File: src/rtl/scd_pkg.sv
// Package with register map, field positions and divide ratios of the clock divider.
package scd_pkg;
  // Register byte offsets on the APB side.
  localparam logic [7:0] SCD_CTRL_OFS = 8'h00;
  localparam logic [7:0] SCD_STATUS_OFS = 8'h04;
  // Control register field positions.
  localparam int SCD_CTRL_FUNC_BIT = 0;
  localparam int SCD_CTRL_DSEL_BIT = 1;
  localparam int SCD_CTRL_ENN_BIT = 2;
  localparam int SCD_CTRL_CLR_BIT = 3;
  // Status register field positions.
  localparam int SCD_STAT_FAST_BIT = 0;
  localparam int SCD_STAT_SLOW_BIT = 1;
  localparam int SCD_STAT_RUN_BIT = 2;
  localparam int SCD_STAT_CLK_BIT = 3;
  // Control reset value: selects low, enabled, divider held clear.
  localparam logic [3:0] SCD_CTRL_RESET = 4'h8;
  // Divide ratios expressed in input half periods per output half period.
  localparam logic [2:0] SCD_HALF_DIV1 = 3'h1;
  localparam logic [2:0] SCD_HALF_DIV2 = 3'h2;
  localparam logic [2:0] SCD_HALF_DIV3 = 3'h3;
  localparam logic [2:0] SCD_HALF_DIV4 = 3'h4;
  localparam logic [2:0] SCD_HALF_DIV6 = 3'h6;
endpackage

File: src/rtl/scd_divider.sv
// Selectable clock divider with APB control, producing a fast and a slow output pair.
// Contract
// Function select low: fast pair divides input by 2, slow pair by 4 or 6.
// Function select high: fast pair divides by 1, slow pair by 2 or 3.
// Divisor select low picks smaller slow divisor, high picks larger one.
// All divider stages advance on the same input edges so common edges align.
// Active-low enable caught on falling input edge; disabled means outputs hold.
// Enable changes only while the gated internal clock is low; no runt pulses.
// Divider clear high resets all outputs and stages, whatever clock or enable do.
// Controlling logic must pulse divider clear after start-up to align dividers.
// After clear release outputs start low; first enabled rising edge starts sequence.
//
// Chosen here: register access over APB and the register offsets.
module scd_divider
  import scd_pkg::*;
(
  input wire logic pclk,
  input wire logic presetn,
  input wire logic psel,
  input wire logic penable,
  input wire logic pwrite,
  input wire logic [7:0] paddr,
  input wire logic [31:0] pwdata,
  output logic [31:0] prdata,
  output logic pready,
  output logic pslverr,
  input wire logic clk_in,
  output logic [1:0] fast_output_pair,
  output logic [1:0] slow_output_pair
);
  logic [3:0] ctrl;
  logic [3:0] next_ctrl;
  logic [31:0] next_prdata;
  logic next_pready;
  logic next_pslverr;
  logic clk_s1;
  logic clk_s2;
  logic clk_s3;
  logic run;
  logic next_run;
  logic [2:0] fast_cnt;
  logic [2:0] slow_cnt;
  logic [2:0] next_fast_cnt;
  logic [2:0] next_slow_cnt;
  logic [1:0] next_fast;
  logic [1:0] next_slow;
  logic [1:0] mode_prev;
  logic rise_ev;
  logic fall_ev;
  logic step;
  logic mode_change;
  logic primed;
  logic next_primed;
  logic [2:0] fast_n;
  logic [2:0] slow_n;
  logic function_select;
  logic divisor_select;
  logic enable_n;
  logic divider_clear;

  assign function_select = ctrl[SCD_CTRL_FUNC_BIT];
  assign divisor_select = ctrl[SCD_CTRL_DSEL_BIT];
  assign enable_n = ctrl[SCD_CTRL_ENN_BIT];
  assign divider_clear = ctrl[SCD_CTRL_CLR_BIT];

  // APB slave: the access phase lasts two cycles, pready is a one-cycle registered pulse.
  always_comb
  begin
    next_ctrl = ctrl;
    next_pready = psel && penable && !pready;
    next_prdata = 32'h0000_0000;
    next_pslverr = 1'b0;
    if (psel && penable && pready && pwrite && paddr == SCD_CTRL_OFS)
    begin
      next_ctrl = pwdata[3:0];
    end
    if (next_pready)
    begin
      if (paddr == SCD_CTRL_OFS)
      begin
        next_prdata = {28'h0000000, ctrl};
      end
      else if (paddr == SCD_STATUS_OFS)
      begin
        next_prdata = {28'h0000000, clk_s2, run, slow_output_pair[0], fast_output_pair[0]};
      end
      else
      begin
        next_pslverr = 1'b1;
      end
    end
  end

  always_ff @(posedge pclk or negedge presetn)
  begin
    if (!presetn)
    begin
      ctrl <= SCD_CTRL_RESET;
      pready <= 1'b0;
      prdata <= 32'h0000_0000;
      pslverr <= 1'b0;
    end
    else
    begin
      ctrl <= next_ctrl;
      pready <= next_pready;
      prdata <= next_prdata;
      pslverr <= next_pslverr;
    end
  end

  // The input clock pin is asynchronous to pclk, so it is synchronised before edge detection.
  always_ff @(posedge pclk or negedge presetn)
  begin
    if (!presetn)
    begin
      clk_s1 <= 1'b0;
      clk_s2 <= 1'b0;
      clk_s3 <= 1'b0;
    end
    else
    begin
      clk_s1 <= clk_in;
      clk_s2 <= clk_s1;
      clk_s3 <= clk_s2;
    end
  end

  assign rise_ev = clk_s2 && !clk_s3;
  assign fall_ev = !clk_s2 && clk_s3;
  // Both edges count as steps while the enable flop is set, but a falling edge counts only
  // once a rising edge has restarted the dividers. Otherwise a clear or mode change released
  // while the input is high would begin the sequence on the wrong edge.
  assign step = run && (rise_ev || (fall_ev && primed));
  assign mode_change = mode_prev != {divisor_select, function_select};
  assign fast_n = function_select ? SCD_HALF_DIV1 : SCD_HALF_DIV2;
  assign slow_n = function_select ? (divisor_select ? SCD_HALF_DIV3 : SCD_HALF_DIV2)
                                  : (divisor_select ? SCD_HALF_DIV6 : SCD_HALF_DIV4);

  // The enable flop loads only on a falling input edge, when the gated clock is already low.
  always_comb
  begin
    next_run = run;
    if (fall_ev)
    begin
      next_run = !enable_n;
    end
  end

  // Dividers toggle when their half-period counter is zero, so the first step is a rising
  // edge after clear and all pairs change together on it; a mode change restarts both.
  always_comb
  begin
    next_fast_cnt = fast_cnt;
    next_slow_cnt = slow_cnt;
    next_fast = fast_output_pair;
    next_slow = slow_output_pair;
    next_primed = primed;
    if (divider_clear)
    begin
      next_fast_cnt = 3'h0;
      next_slow_cnt = 3'h0;
      next_fast = 2'b00;
      next_slow = 2'b00;
      next_primed = 1'b0;
    end
    else if (mode_change)
    begin
      next_fast_cnt = 3'h0;
      next_slow_cnt = 3'h0;
      next_primed = 1'b0;
    end
    else if (step)
    begin
      next_primed = primed || rise_ev;
      if (fast_cnt == 3'h0)
      begin
        next_fast = ~fast_output_pair;
      end
      if (slow_cnt == 3'h0)
      begin
        next_slow = ~slow_output_pair;
      end
      next_fast_cnt = (fast_cnt + 3'h1 >= fast_n) ? 3'h0 : fast_cnt + 3'h1;
      next_slow_cnt = (slow_cnt + 3'h1 >= slow_n) ? 3'h0 : slow_cnt + 3'h1;
    end
  end

  always_ff @(posedge pclk or negedge presetn)
  begin
    if (!presetn)
    begin
      run <= 1'b0;
      fast_cnt <= 3'h0;
      slow_cnt <= 3'h0;
      fast_output_pair <= 2'b00;
      slow_output_pair <= 2'b00;
      mode_prev <= 2'b00;
      primed <= 1'b0;
    end
    else
    begin
      run <= next_run;
      fast_cnt <= next_fast_cnt;
      slow_cnt <= next_slow_cnt;
      fast_output_pair <= next_fast;
      slow_output_pair <= next_slow;
      mode_prev <= {divisor_select, function_select};
      primed <= next_primed;
    end
  end
endmodule

File: config.mk
export PLATFORM = sky130hd
export DESIGN_NAME = scd_divider
export DESIGN_NICKNAME = d
export VERILOG_FILES = /design/src/rtl/scd_pkg.sv /design/src/rtl/scd_divider.sv
export SDC_FILE = /design/constraint.sdc
export NUM_CORES = 1
export LEC_CHECK = 0
export ABC_CLOCK_PERIOD_IN_PS = 2200
export BUFFER_PORTS_ARGS = -buffer_cell sky130_fd_sc_hd__clkbuf_2
export CORE_ASPECT_RATIO = 0.75
export CORE_MARGIN = 8
export CORE_UTILIZATION = 46
export CTS_BUF_LIST = sky130_fd_sc_hd__clkbuf_4
export CTS_CLUSTER_SIZE = 12
export DETAILED_ROUTE_END_ITERATION = 16
export PLACE_DENSITY = 0.82
export SLEW_MARGIN = 20
export SYNTH_ARGS = -nofsm -noshare
export SYNTH_HDL_FRONTEND = slang
export SYNTH_SLANG_ARGS = --single-unit
File: constraint.sdc
create_clock -name pclk -period 2.2 [get_ports pclk]
set_input_delay 0.11 -clock pclk [delete_from_list [all_inputs] [get_ports pclk]]
set_output_delay 0.11 -clock pclk [all_outputs]
set_load 0.05 [all_outputs]
==> impl_metrics.csv <==
group,metric,value,unit
drt,highest_layer,"met4",
worst_setup_path,worst_setup_path_start_kind,"flop",
global_route,grt_start_max_net_pins,28,
worst_setup_path,arrival,2.22,ns
sta,setup_violations,0,
die,die_w,82.9,um
placed_design,portBuffers,27,
logic_synthesis,ys_seq_area_frac,0.439,
sta,finClkSkew,0.0148,ns
final_layout,antenna_cells,0,
logic_synthesis,syn_area_per_cell,10.5,sq um
sta,hold_viol_final,0,
drt,ant_nets,0,
power_and_ir_drop,combPwrFrac,0.441,
placed_design,hpwl,2300,um
drt,dr_wl_met2,1570,um
die,start_util,0.476,
global_route,grt_pass1_wl,4960,um
drt,drt_pass1_iterations,2,
power_and_ir_drop,internal-power,0.907,mW
cts,clock_latency,0.35,ns
logic_synthesis,synth-seq-cells,27,
global_route,grt-ovfl-total,0,
die,io_pins,84,
worst_hold_path,hp-class,"in2reg",
global_route,gr-usage-all-layers,0.113,
power_and_ir_drop,p_total,1.61,mW
flow_run,timing.max_cap.violations,0,
logic_synthesis,netlist_area,1540,sq um
sta,fin_tns_setup,0,ns
power_and_ir_drop,leakagePower,0.896,nW
drt,wl_per_cell,13.5,um
final_layout,finalCoreUtilization,0.529,
worst_setup_path,path_class,"reg2reg",
cts,cts_hold_buffers,8,
die,fp.coreArea,3240,sq um
placed_design,dpl_worst_slack,0.297,ns
die,num_rows,18,
final_layout,final_common_cell,"conb_1",
outcome,status,"finished, final reports clean",
drt,wl,2970,um
power_and_ir_drop,power_density,939,nW/um^2
global_route,grt_pass1_vias,1039,
worst_setup_path,end_kind,"flop",
sta,relSlewSlack,0.552,
drt,drt_iter0_markers,33,
cts,clkTransAtPathRegs,0.16,ns
worst_setup_path,critPathMaxFanout,4,
logic_synthesis,yosys_warnings,0,
die,dieArea,5480,sq um
logic_synthesis,synth_cell_types,32,
sta,fin_crit_sh,0.881,
final_layout,syn_to_final_growth,11.2,%
logic_synthesis,syn_inst,147,
final_layout,drive_above_1_share,0.232,
drt,drc,0,
global_route,antenna_found_initial,0,
cts,cts-root-buf,"clkbuf_4",
worst_setup_path,critPathRequiredTime,2.48,ns
final_layout,fill_cells,304,
drt,wl_met3,133,um
power_and_ir_drop,power.clock.fraction,0.146,
cts,cts_sinks,27,
cts,cts_tree,"built",
placed_design,gp_routability_congestion,0.761,
cts,cts-resized-gates,0,
drt,dr_total_vias,1026,
cts,clk_path_buf_depth,2,
sta,rsz0062_at_grt,"false",
sta,clock.fmax,516,MHz
sta,fin_ws,0.261,ns
sta,tightest_slew,0.672,ns
power_and_ir_drop,power_frac_seq,0.414,
cts,cts_buffers,3,
final_layout,final_cell_mix,"conb_1 (28), clkbuf_2 (27), dfrtp_1 (26)",
drt,avgViaCountPerCell,4.64,
power_and_ir_drop,swShare,0.437,
cts,cts_setup_buffers,0,
power_and_ir_drop,irDropWorstVdd,0.550,mV
drt,drt-met1-wl,1210,um
sta,period_needed,1.94,ns
final_layout,fin_nets,237,
cts,htreeDepth,1,
die,die_h,66.2,um
power_and_ir_drop,p_switching,0.703,mW
sta,slew_violations,0,
[state kept, by name, summed over array words and instances, names as in the netlist]
signal	count
primed	1
pready	1
ctrl	4
clk_s2	1
clk_s1	1
fast_output_pair	2
pslverr	1
slow_cnt	3
slow_output_pair	2
run	1
clk_s3	1
mode_prev	2
prdata	4
fast_cnt	3
[final cells by class]
class	count	area [sq um]	area share
Clock buffer	3	22.5	0.0131
Clock inverter	1	8.76	0.00511
Tap cell	40	50.0	0.0292
Multi-Input combinational cell	110	723	0.422
Inverter	5	18.8	0.0109
Timing Repair Buffer	35	215	0.125
Sequential cell	27	677	0.395
[final timing paths]
kind | start | end | slack [ns] | cells past startpoint
worst max-delay path | slow_cnt[0] | slow_cnt[1] | 0.26 | 7
min in group asynchronous | presetn | pslverr | 0.32 | 2
worst min register to register | clk_s1 | clk_s2 | 0.38 | 0
worst max register to register | slow_cnt[0] | slow_cnt[1] | 0.26 | 7
max in group asynchronous | presetn | prdata[0] | 1.45 | 2
worst min-delay path | pwrite | ctrl[2] | 0.10 | 3
[synthesized netlist by cell type]
cell,count,area (sq um)
a21oi_1,5,25.0
conb_1,1,3.75
nand4b_1,2,17.5
mux2_1,4,45.0
a211oi_1,1,7.51
mux2i_1,4,40.0
ha_1,9,113
dfrtp_1,26,651
nor3b_1,1,7.51
nor4_4,1,21.3
nor3_1,1,5.00
o21ai_0,1,5.00
or4_4,1,11.3
mux2_2,4,45.0
nand3_2,1,10.0
nor2b_1,4,25.0
nand3b_1,2,15.0
nand3_1,4,20.0
xor2_1,2,17.5
or2_2,1,6.26
clkbuf_1,4,15.0
a31oi_1,2,12.5
nand2_1,11,41.3
nand2b_1,3,18.8
a21o_1,1,7.51
and2_1,2,12.5
nor2_1,11,41.3
xnor2_1,2,17.5
dfstp_2,1,26.3
buf_4,28,210
inv_1,5,18.8
nor4b_2,2,30.0
[routing by layer]
metal,up-vias,global-route usage
li1,502,-
met1,502,0.114
met2,16,0.201
met3,6,0.0480
met4,0,0.0524
met5,-,0
[critical path: stages (launching register included)]
cell,delay (ns)
dfrtp_1,0.45
ha_1,0.24
xor2_1,0.15
ha_1,0.29
a21o_1,0.15
a31oi_1,0.30
nand3_1,0.12
a21oi_1,0.17
[logic make-up after synthesis]
family                   after synthesis  share of synthesized area
flip-flops                            27                      0.439
XOR/XNOR                               4                     0.0227
adder cells (fa/ha/maj)                9                     0.0730
other                                  1                    0.00243
AO/OA/AOI/OAI                         10                     0.0373
buffers and inverters                 37                      0.158
multiplexers                          12                     0.0843
AND/OR/NAND/NOR                       47                      0.183
[power groups by stage]
stage	clock [mW]	combinational, mW	sequential, mW
after floorplan	0	0.470	0.799
after global placement	0	0.680	0.669
after detailed placement	0	0.705	0.673
after CTS	0.243	0.715	0.665
after global routing	0.260	0.781	0.681
final	0.235	0.709	0.666
[per-stage QoR]
| stage | instance area, sq um | hold slack, ns | cells |
|---|---|---|---|
| 2_1_floorplan | 1640 | -0.186 | 174 |
| 3_3_place_gp | 1600 | 0.168 | 209 |
| 3_5_place_dp | 1600 | 0.177 | 209 |
| 4_1_cts | 1720 | 0.0719 | 221 |
| 5_1_grt | 1720 | 0.0995 | 221 |
| 6_report | 1720 | 0.104 | 221 |
No activity file was read; power rests on OpenSTA's default activity.
